## src/rtcxpc_pkg.sv

```systemverilog
package rtcxpc_pkg;

    // --------------------------------------------------------------
    // Register offsets (extended bank; oscillator control decoded in either bank)
    // --------------------------------------------------------------
    localparam logic [7:0] OFS_FLAGS       = 8'h4a;
    localparam logic [7:0] OFS_FEATURE     = 8'h4b;
    localparam logic [7:0] OFS_STACK_LOWER = 8'h4e;
    localparam logic [7:0] OFS_STACK_UPPER = 8'h4f;
    localparam logic [7:0] OFS_OSC_CTRL    = 8'h0a;

    // --------------------------------------------------------------
    // Field positions
    // --------------------------------------------------------------
    // Flag register
    localparam int BIT_AUX_BATTERY_OK = 7;
    localparam int BIT_UPDATE_IN_PROG = 6;
    localparam int BIT_RSVD_HI        = 5;
    localparam int BIT_RSVD_LO        = 4;
    localparam int BIT_POWER_ACTIVE   = 3;
    localparam int BIT_RAM_CLEAR_FLAG = 2;
    localparam int BIT_WAKEUP_FLAG    = 1;
    localparam int BIT_KICKSTART_FLAG = 0;
    // Feature register
    localparam int BIT_AUX_BATT_EN    = 7;
    localparam int BIT_OSC_OUT_EN     = 6;
    localparam int BIT_XTAL_SELECT    = 5;
    localparam int BIT_RAM_CLEAR_EN   = 4;
    localparam int BIT_PF_HOLD_SEL    = 3;
    localparam int BIT_RC_IRQ_EN      = 2;
    localparam int BIT_WAKEUP_IRQ_EN  = 1;
    localparam int BIT_KICK_IRQ_EN    = 0;
    // Bank select bit inside the oscillator control register
    localparam int BIT_BANK_SELECT    = 4;

    // --------------------------------------------------------------
    // Reset values and timing
    // --------------------------------------------------------------
    localparam logic [7:0] RST_FLAGS      = 8'h08;
    localparam logic [7:0] RST_FEATURE    = 8'h40;
    localparam logic [7:0] RST_ADDR       = 8'h00;
    localparam int         CLOCK_MHZ      = 250;
    localparam int         UPDATE_LEAD_US = 122;
    localparam int         UPDATE_LEAD_CYCLES = UPDATE_LEAD_US * CLOCK_MHZ;

    typedef enum logic [1:0] {
        RTCXPC_IDLE    = 2'b00,
        RTCXPC_LEAD    = 2'b01,
        RTCXPC_UPDATE  = 2'b10
    } rtcxpc_upd_t;

endpackage

```

## src/rtcxpc_core.sv

```systemverilog
`timescale 1ns/1ns
module rtcxpc_core
    import rtcxpc_pkg::*;
#(
    parameter int UPDATE_LEAD = UPDATE_LEAD_CYCLES,
    parameter int RAM_BYTES   = 242
) (
    input  wire logic       clock,
    input  wire logic       rst,
    input  wire logic       ale,
    input  wire logic       rd_n,
    input  wire logic       wr_n,
    input  wire logic       cs_n,
    input  wire logic [7:0] ad_in,
    output logic      [7:0] ad_out,
    output logic            ad_oe_n,
    input  wire logic       aux_battery_ok,
    input  wire logic       update_request,
    input  wire logic       update_done,
    input  wire logic       wakeup_event,
    input  wire logic       kickstart_in,
    input  wire logic       ram_clear_in,
    input  wire logic       main_supply_ok,
    input  wire logic       osc_32k,
    output logic            power_enable_out,
    output logic            power_enable_oe_n,
    output logic            irq_out,
    output logic            irq_oe_n,
    output logic            square_wave_out,
    output logic            aux_battery_supply,
    output logic            xtal_load_select,
    output logic            ram_clear_busy,
    output logic            update_start
);

    if (UPDATE_LEAD < 1 || RAM_BYTES < 1 || RAM_BYTES > 256) begin : g_param_check
        $error("rtcxpc_core: unsupported parameter value");
    end

    // --------------------------------------------------------------
    // Host bus: address latch and strobes
    // --------------------------------------------------------------
    logic [7:0] stack [4];
    logic       ale_q;
    logic       wr_q;
    logic       bank_select;
    logic       wr_pulse;
    logic       ale_fall;

    assign ale_fall = ale_q && !ale;
    assign wr_pulse = wr_q && wr_n && !cs_n;

    always_ff @(posedge clock) begin
        if (rst) begin
            ale_q <= 1'b0;
            wr_q  <= 1'b0;
        end else begin
            ale_q <= ale;
            wr_q  <= !wr_n && !cs_n;
        end
    end

    // Slot 0 is the current address; every latch shifts the history down
    always_ff @(posedge clock) begin
        if (rst) begin
            for (int i = 0; i < 4; i++) begin
                stack[i] <= RST_ADDR;
            end
        end else if (ale_fall) begin
            stack[0] <= ad_in;
            for (int i = 1; i < 4; i++) begin
                stack[i] <= stack[i-1];
            end
        end
    end

    // Only the bank bit of the oscillator register is kept in this block
    always_ff @(posedge clock) begin
        if (rst) begin
            bank_select <= 1'b0;
        end else if (wr_pulse && stack[0] == OFS_OSC_CTRL) begin
            bank_select <= ad_in[BIT_BANK_SELECT];
        end
    end

    function automatic logic ext_hit(input logic [7:0] a, input logic [7:0] ofs, input logic b);
        ext_hit = b && (a == ofs);
    endfunction

    logic wr_flags;
    logic wr_feature;
    assign wr_flags   = wr_pulse && ext_hit(stack[0], OFS_FLAGS, bank_select);
    assign wr_feature = wr_pulse && ext_hit(stack[0], OFS_FEATURE, bank_select);

    // --------------------------------------------------------------
    // Feature register
    // --------------------------------------------------------------
    logic [7:0] feature;

    always_ff @(posedge clock) begin
        if (rst) begin
            feature <= RST_FEATURE;
        end else begin
            if (wr_feature) begin
                feature <= ad_in;
            end
            if (main_supply_ok) begin
                feature[BIT_OSC_OUT_EN] <= 1'b1;
            end
        end
    end

    assign aux_battery_supply = feature[BIT_AUX_BATT_EN];
    assign xtal_load_select   = feature[BIT_XTAL_SELECT];
    assign square_wave_out    = feature[BIT_OSC_OUT_EN] && osc_32k;

    // --------------------------------------------------------------
    // Input edge detection
    // --------------------------------------------------------------
    logic kick_q;
    logic ram_clear_in_q;
    logic kick_fall;
    logic ram_clear_in_fall;

    always_ff @(posedge clock) begin
        if (rst) begin
            kick_q <= 1'b1;
            ram_clear_in_q <= 1'b1;
        end else begin
            kick_q <= kickstart_in;
            ram_clear_in_q <= ram_clear_in;
        end
    end

    assign kick_fall = kick_q && !kickstart_in;
    assign ram_clear_in_fall = ram_clear_in_q && !ram_clear_in && feature[BIT_RAM_CLEAR_EN];

    // --------------------------------------------------------------
    // User RAM clear sequencer
    // --------------------------------------------------------------
    // The RAM itself lives outside; this only times a walk over every byte and flags the end
    logic [7:0] clr_addr;
    logic       clr_done;

    always_ff @(posedge clock) begin
        if (rst) begin
            ram_clear_busy <= 1'b0;
            clr_addr       <= 8'h00;
            clr_done       <= 1'b0;
        end else begin
            clr_done <= 1'b0;
            if (!ram_clear_busy && ram_clear_in_fall) begin
                ram_clear_busy <= 1'b1;
                clr_addr       <= 8'h00;
            end else if (ram_clear_busy) begin
                if (clr_addr == 8'(RAM_BYTES - 1)) begin
                    ram_clear_busy <= 1'b0;
                    clr_done       <= 1'b1;
                end else begin
                    clr_addr <= clr_addr + 8'h01;
                end
            end
        end
    end

    // --------------------------------------------------------------
    // Flag register
    // --------------------------------------------------------------
    logic [7:0] flags;
    logic       wake_armed;
    logic       kick_armed;

    assign wake_armed = flags[BIT_WAKEUP_FLAG] && feature[BIT_WAKEUP_IRQ_EN];
    assign kick_armed = flags[BIT_KICKSTART_FLAG] && feature[BIT_KICK_IRQ_EN];

    // Hardware set wins over a host clear written in the same cycle
    always_ff @(posedge clock) begin
        if (rst) begin
            flags <= RST_FLAGS;
        end else begin
            if (wr_flags) begin
                flags[BIT_RSVD_HI]        <= ad_in[BIT_RSVD_HI];
                flags[BIT_RSVD_LO]        <= ad_in[BIT_RSVD_LO];
                flags[BIT_POWER_ACTIVE]   <= ad_in[BIT_POWER_ACTIVE];
                flags[BIT_RAM_CLEAR_FLAG] <= ad_in[BIT_RAM_CLEAR_FLAG];
                flags[BIT_WAKEUP_FLAG]    <= ad_in[BIT_WAKEUP_FLAG];
                flags[BIT_KICKSTART_FLAG] <= ad_in[BIT_KICKSTART_FLAG];
            end
            if (clr_done) begin
                flags[BIT_RAM_CLEAR_FLAG] <= 1'b1;
            end
            if (wakeup_event) begin
                flags[BIT_WAKEUP_FLAG] <= 1'b1;
            end
            if (kick_fall) begin
                flags[BIT_KICKSTART_FLAG] <= 1'b1;
            end
            if (wake_armed || kick_armed) begin
                flags[BIT_POWER_ACTIVE] <= 1'b0;
            end
        end
    end

    // --------------------------------------------------------------
    // Update-in-progress tracking
    // --------------------------------------------------------------
    rtcxpc_upd_t upd_state;
    logic [31:0] lead_cnt;

    always_ff @(posedge clock) begin
        if (rst) begin
            upd_state    <= RTCXPC_IDLE;
            lead_cnt     <= 32'h0;
            update_start <= 1'b0;
        end else begin
            update_start <= 1'b0;
            unique case (upd_state)
                RTCXPC_IDLE: begin
                    if (update_request) begin
                        upd_state <= RTCXPC_LEAD;
                        lead_cnt  <= 32'(UPDATE_LEAD - 1);
                    end
                end
                RTCXPC_LEAD: begin
                    if (lead_cnt == 32'h0) begin
                        upd_state    <= RTCXPC_UPDATE;
                        update_start <= 1'b1;
                    end else begin
                        lead_cnt <= lead_cnt - 32'h1;
                    end
                end
                RTCXPC_UPDATE: begin
                    if (update_done) begin
                        upd_state <= RTCXPC_IDLE;
                    end
                end
                default: upd_state <= RTCXPC_IDLE;
            endcase
        end
    end

    // --------------------------------------------------------------
    // Output pins
    // --------------------------------------------------------------
    logic irq_pending;
    logic pwr_drive;

    assign irq_pending = wake_armed || kick_armed
                      || (flags[BIT_RAM_CLEAR_FLAG] && feature[BIT_RC_IRQ_EN]);

    // Without main supply the pin stays active only when hold is selected or an
    // enabled wake-up or kickstart is asking the system to power on
    assign pwr_drive = !flags[BIT_POWER_ACTIVE]
                    && (main_supply_ok || feature[BIT_PF_HOLD_SEL]
                        || wake_armed || kick_armed);

    always_ff @(posedge clock) begin
        if (rst) begin
            power_enable_oe_n <= 1'b1;
            irq_oe_n          <= 1'b1;
        end else begin
            power_enable_oe_n <= !pwr_drive;
            irq_oe_n          <= !(irq_pending && main_supply_ok);
        end
    end

    assign power_enable_out = 1'b0;
    assign irq_out          = 1'b0;

    // --------------------------------------------------------------
    // Read data
    // --------------------------------------------------------------
    logic [7:0] rd_mux;

    always_comb begin
        rd_mux = 8'h00;
        if (bank_select) begin
            unique case (stack[0])
                OFS_FLAGS: begin
                    rd_mux = flags;
                    rd_mux[BIT_AUX_BATTERY_OK] = aux_battery_ok;
                    rd_mux[BIT_UPDATE_IN_PROG] = (upd_state != RTCXPC_IDLE);
                end
                OFS_FEATURE:     rd_mux = feature;
                OFS_STACK_LOWER: rd_mux = stack[2];
                OFS_STACK_UPPER: rd_mux = stack[3];
                default:         rd_mux = 8'h00;
            endcase
        end
    end

    always_ff @(posedge clock) begin
        if (rst) begin
            ad_out  <= 8'h00;
            ad_oe_n <= 1'b1;
        end else begin
            ad_out  <= rd_mux;
            ad_oe_n <= rd_n || cs_n;
        end
    end

endmodule // rtcxpc_core

```

## config.mk

```make
export PLATFORM = sky130hd
export DESIGN_NAME = rtcxpc_core
export DESIGN_NICKNAME = d
export VERILOG_FILES = /design/src/rtcxpc_pkg.sv /design/src/rtcxpc_core.sv
export SDC_FILE = /design/constraint.sdc
export NUM_CORES = 1
export LEC_CHECK = 0
export BUFFER_PORTS_ARGS = -buffer_cell sky130_fd_sc_hd__buf_2
export CAP_MARGIN = 20
export CELL_PAD_IN_SITES_DETAIL_PLACEMENT = 1
export CELL_PAD_IN_SITES_GLOBAL_PLACEMENT = 1
export CORE_MARGIN = 5
export CORE_UTILIZATION = 25
export CTS_BUF_LIST = sky130_fd_sc_hd__clkbuf_4
export CTS_CLUSTER_SIZE = 20
export DETAILED_ROUTE_END_ITERATION = 7
export GPL_TIMING_DRIVEN = 0
export PLACE_DENSITY_LB_ADDON = 0.2
export SLEW_MARGIN = 20
export SYNTH_ARGS = -nofsm -noshare
export SYNTH_HDL_FRONTEND = slang
export SYNTH_SLANG_ARGS = --single-unit
```

## constraint.sdc

```tcl
create_clock -name clock -period 2.8 [get_ports clock]
set_clock_uncertainty 0.05 [all_clocks]
set_input_delay 0.56 -clock clock [delete_from_list [all_inputs] [get_ports clock]]
set_output_delay 0.56 -clock clock [all_outputs]
set_load 0.01 [all_outputs]
```

# --- After elaboration in Yosys (flattened, before gate mapping) ---
# Memory sizes are Yosys's and may differ from the RTL's.
# Cells that the tools add are included.
totals:
  regBits: 75
  latchBits: 0
  mem_bits_rw: 32
  mem_bits_ro: 0
  inputBits: 22
  out_inout_bits: 18
  word_cells: 122
  n_memories: 1
classes:
  addsub: 2
  multipliers: 0
  div: 0
  order_cmp: 0
  eq_ne: 12
  shifts: 0
  mux: 27
  bitwise: 8
  reduce_logical: 50
memory_table:
  columns: ["memory", "words", "width", "read_ports", "rd_ports_with_merged_regs", "wr", "line_no", "source"]
  rows:
  - ["stack", 4, 8, 4, 0, 4, "rtcxpc_core.sv:43", "logic [7:0] stack [4];"]
op_table:
  columns: ["op", "count"]
  rows:
  - ["$mux W32", 2]
  - ["$pmux W32 S2", 1]
  - ["$eq A8 B7 Y1 const B", 4]
  - ["$logic_not A32 Y1", 1]
  - ["$mux W8", 4]
  - ["$pmux W8 S4", 1]
  - ["$sub A32 B1 Y32 const B", 1]
  - ["$logic_and A1 B1 Y1", 19]
  - ["$mux W1", 14]
  - ["$reduce_bool A2 Y1", 6]
  - ["$logic_not A1 Y1", 9]
  - ["$add A8 B1 Y8 const B", 1]
  - ["$eq A8 B4 Y1 const B", 1]
  - ["$eq A8 B8 Y1 const B", 1]
  - ["$ne A2 B2 Y1 const B", 4]
  - ["$reduce_or A2 Y1", 4]
  - ["$logic_or A1 B1 Y1", 6]
  - ["$mux W2", 3]
  - ["$pmux W2 S3", 1]
  - ["$reduce_and A3 Y1", 2]
  - ["$mux W4", 1]
  - ["$not A1 Y1", 4]
  - ["$or A1 B1 Y1", 4]
  - ["$reduce_or A3 Y1", 1]
  - ["4 further kinds", 4]

# --- Logic depth before layout (Yosys ltp) ---
depth:
  depth_word: 6
  ltp_mapped: 10
  mapped_depth_nobuf: 7

# --- Worst setup path after synthesis ---
# No wires, ideal clock.
synth_timing:
  path_kind: "register -> register"
  from: "register lead_cnt[0]"
  to: "register lead_cnt[21]"
  setup_time_ns: 0.128
  arrival_ns: 2.212
  t_required_ns: 2.622
  slack_ns: 0.411
  stages_incl_launch_ff: 10
  path_buffers: 2
  period_less_slack_ns: 2.389
  cell_sequence: "dfxtp_1 -> inv_1 -> ha_1 -> or4b_1 -> buf_2 -> or4_1 -> buf_6 -> o2111ai_2 -> xor2_1 -> nor2_1"
synth_via:
  elab_chain_cells: 3
  elab_cells_between_ends: 6
  classes_between: "add/sub: 1; eq/ne: 1; mux: 2; reduce/logical: 2"
synth_rtl:
  columns: ["element", "line_no", "source"]
  rows:
  - ["start, declared", "rtcxpc_core.sv:208", "logic [31:0] lead_cnt;"]
  - ["start signal, assigned", "rtcxpc_core.sv:221", "lead_cnt <= 32'(UPDATE_LEAD - 1);"]
  - ["start signal, assigned", "rtcxpc_core.sv:229", "lead_cnt <= lead_cnt - 32'h1;"]
  - ["$sub A32 B1 Y32 or $logic_not A32 Y1 (tied branches)", "rtcxpc_core.sv:229, rtcxpc_core.sv:225", null]
  - ["$mux W32 or $ne A2 B2 Y1 (tied branches)", null, null]
  - ["$pmux W32 S2 or $reduce_and A3 Y1 (tied branches)", null, null]
# Several ways; a longest one is shown, not always the timed one. The select of a mux whose other input is x is not followed.
# A chain may end at the register's enable or synchronous reset.

# --- Final worst setup path ---
layout_timing:
  from: "register lead_cnt[24]"
  to: "register lead_cnt[12]"
layout_via:
  elab_chain_cells: 3
layout_rtl:
  columns: ["element", "line_no", "source"]
  rows:
  - ["$logic_not A32 Y1", "rtcxpc_core.sv:225", "if (lead_cnt == 32'h0) begin"]
  - ["$ne A2 B2 Y1 (no line)", null, null]
  - ["$reduce_and A3 Y1 (no line)", null, null]
# No other way between the ends.

==> results.tsv <==
stage	metric	value	unit
sta	slew_headroom	44.61	%
pwr	swShare	29.23	%
grt	antenna_found_initial	1	
worst_hold_path	whs_endpoint	kick_q	
detailed_routing	wl	12440	um
status	outcome	finished clean	
die	pin_count	40	
placement	place_ws	0.06704	ns
placement	dp_cells	720	
detailed_routing	drtAntennaViolNets	0	
die	fp-row-count	50	
placement	io_buffers	37	
finish	final_cell_area	5429	sq um
detailed_routing	vias	3506	
worst_setup_path	cp_cell_sequence	or4_1 > or4_1 > buf_2 > buf_6 > o2111ai_1 > xor2_1 > a21oi_1	
pwr	p_leak	1.999	nW
worst_hold_path	hold_depth	2	
sta	post-route-min-period	2.662	ns
worst_setup_path	cp_slowest_cell	or4_1	
detailed_routing	drc	0	
finish	final_cells	739	
finish	nNetsFinal	524	
pwr	pwr_density_cell	544.9	nW/um^2
clocking	cts_tree	built	
die	die_h	147.5	um
synth	synthCells	447	
worst_setup_path	rr_startpoint	lead_cnt[24]	
synth	synth_top_area_share	31.76	%
worst_setup_path	criticalPathCategory	register to register	
worst_setup_path	worstPathRequired	3.12	ns
placement	place_area	5239	sq um
clocking	ctsLongestPathBuffers	2	
sta	timing.fmax	0.3757	GHz
sta	finalSetupViolCount	0	
clocking	cts_buffers	9	
pwr	switchingPower	0.8647	mW
detailed_routing	viasPerCell	4.744	
placement	gp_congestion	0.7476	
sta	period_share	95.06	%
sta	report.final.slew_viol_count	0	
die	start_util	25.36	%
synth	synth_edf_count	32	
worst_hold_path	min_from	kickstart_in	
worst_setup_path	cp_common_cell	or4_1	
synth	synth-async-reset-ratio	0	%
synth	synth.most_common_cell	dfxtp_1	
clocking	cts.clk_slew.worst_paths	0.18	ns
pwr	combinationalPowerShare	12.8	%
clocking	htree_levels	3	
pwr	p_clk_share	29.9	%
synth	ys_warn_count	0	
die	coreArea	18640	sq um
worst_setup_path	start_kind	register	
synth	ys_seq_area_share	52.09	%
synth	yosys-top-cells-count	dfxtp_1, nor2_1, and2_1, edfxtp_1, mux2i_1	
clocking	hold_buffers	0	
worst_setup_path	cp.arrival	2.98	ns
finish	layout-drive-gt1-share	16.87	%
sta	setup_slack	0.1384	ns
sta	worst_pin_slew	0.8291	ns
die	die_w	147.5	um
grt	grt_pass1_wl	20170	um
worst_setup_path	worstPathMaxFanout	10	
clocking	cts.sinks	107	
finish	area_growth_syn_to_layout	14.85	%
sta	hold_violations	0	
synth	synth_cell_type_count	56	
synth	netlist_area	4727	sq um
placement	hpwl	9149	um
synth	synthTopCellsByArea	dfxtp_1, edfxtp_1, mux2i_1	
detailed_routing	drt_first_iter_violations	125	
worst_setup_path	r2r_slack	0.14	ns
grt	grt_max_degree	25	
clocking	clk_latency	0.51	ns
pwr	seqPwrFrac	57.3	%
grt	grt_pass1_vias	3657	
synth	synth-seq-cells	107	
pwr	p_int	2.094	mW
sta	rsz0062_at_grt	no	
synth	synth.avg_cell_area	10.58	sq um
detailed_routing	avgRoutedWirePerCell	16.83	um
worst_setup_path	cp-end-kind	register	
synth	yosys.area.top_type	dfxtp_1	
worst_setup_path	reg2reg_depth	7	
pwr	max-vdd-ir-drop	0.0001673	V
worst_hold_path	hp-class	input pin to register	
finish	final-seq-area	2464	sq um
grt	grtUsageTotal	11.80	%
detailed_routing	dr.pass1.iters	4	
grt	overflow	0	
finish	fillerInstances	2111	
clocking	cts_root_buf	clkbuf_4	
synth	synth_ff_type	dfxtp_1	
finish	multi_input_area	2145	sq um
worst_setup_path	crit-reg2reg-capture	lead_cnt[12]	
die	dieArea	21760	sq um
flow_run	cap_viol_max_count	0	
worst_setup_path	max_stage_delay	0.65	ns
==> layout by cell type, fill, tap and decap left out, types with 10 or more instances in the layout <==
master / count
clkbuf_4: 10
or3_1: 15
and2_1: 34
a21oi_1: 25
dfxtp_1: 74
o31ai_1: 10
mux2i_1: 30
nor2_1: 47
edfxtp_1: 32
buf_2: 39
nor3_1: 10
clkbuf_1: 14
xor2_1: 14
or4_1: 20
==> per-stage QoR <==
step / hold WS (ns) / total power, mW / TNS [ns] / util (%)
6_report: 0.1887 / 2.958 / 0 / 29.12
5_1_grt: 0.1617 / 3.095 / 0 / 29.12
4_1_cts: 0.1416 / 3.004 / 0 / 28.92
3_5_place_dp: 0.3867 / 2.105 / 0 / 28.10
3_3_place_gp: 0.3788 / 2.091 / -5.814 / 27.94
2_1_floorplan: 0.3608 / 1.971 / 0 / -
==> cell type report <==
cell class,count,area share [%]
tap,234,5.393
multi-input combinational,313,39.50
clock inverter,6,1.429
inverter,6,0.4148
clock buffer,10,1.383
antenna,1,0.04609
timing repair buffer,40,4.195
sequential,107,45.38
buffer,22,2.259
==> layer usage <==
layer | GRT usage [%] | wire length, um
met2 | 19.27 | 5909
met4 | 4.147 | 180
met3 | 2.452 | 318
met5 | 0 | 0
met1 | 15.50 | 6032
==> kinds of logic (layout without fill, tap and decap cells) <==
group,count (synthesis),after routing,share of synthesized area [%]
AO/OA/AOI/OAI,73,73,10.32
XOR/XNOR,16,16,2.965
adder cells (fa/ha/maj),3,3,0.7942
buffers and inverters,28,84,3.070
flip-flops,107,107,52.09
multiplexers,31,31,6.829
other,1,3,0.07933
AND/OR/NAND/NOR,188,188,23.85
==> power by group through the flow <==
stage | clock, mW | sequential (mW) | combinational (mW)
final | 0.886 | 1.69 | 0.378
after global routing | 0.974 | 1.70 | 0.417
after detailed placement | 0 | 1.73 | 0.376
after floorplan | 0 | 1.72 | 0.256
after CTS | 0.930 | 1.70 | 0.378
after global placement | 0 | 1.73 | 0.364
==> repair_timing <==
item	in CTS	in global routing
buffers inserted	0	2
gates resized for setup	0	3
setup endpoints to repair	0	14
==> critical path, delay by kind of cell (launching register included) <==
kind | cells | cell delay, ns
AO/OA/AOI/OAI | 2 | 0.37
flip-flops | 1 | 0.38
XOR/XNOR | 1 | 0.19
AND/OR/NAND/NOR | 2 | 1.20
buffers and inverters | 2 | 0.36
==> worst max-delay path by stage <==
stage	to	cells after the start	from
floorplan	lead_cnt[21]	9	lead_cnt[0]
global placement	stack[3][2]	3	rst
CTS	feature[2]	6	stack[0][2]
detailed placement	lead_cnt[21]	9	lead_cnt[0]
global route	lead_cnt[21]	9	lead_cnt[1]
finish	lead_cnt[12]	7	lead_cnt[24]
==> registers in the layout, indices dropped and copies added, names as in the netlist <==
signal,count
power_enable_oe_n,1
ad_out,8
clr_done,1
wr_q,1
upd_state,2
kick_q,1
ale_q,1
clr_addr,8
irq_oe_n,1
feature,8
ad_oe_n,1
bank_select,1
lead_cnt,32
update_start,1
stack,32
flags,6
ram_clear_busy,1
ram_clear_in_q,1
(Power assumes the default switching activity.)
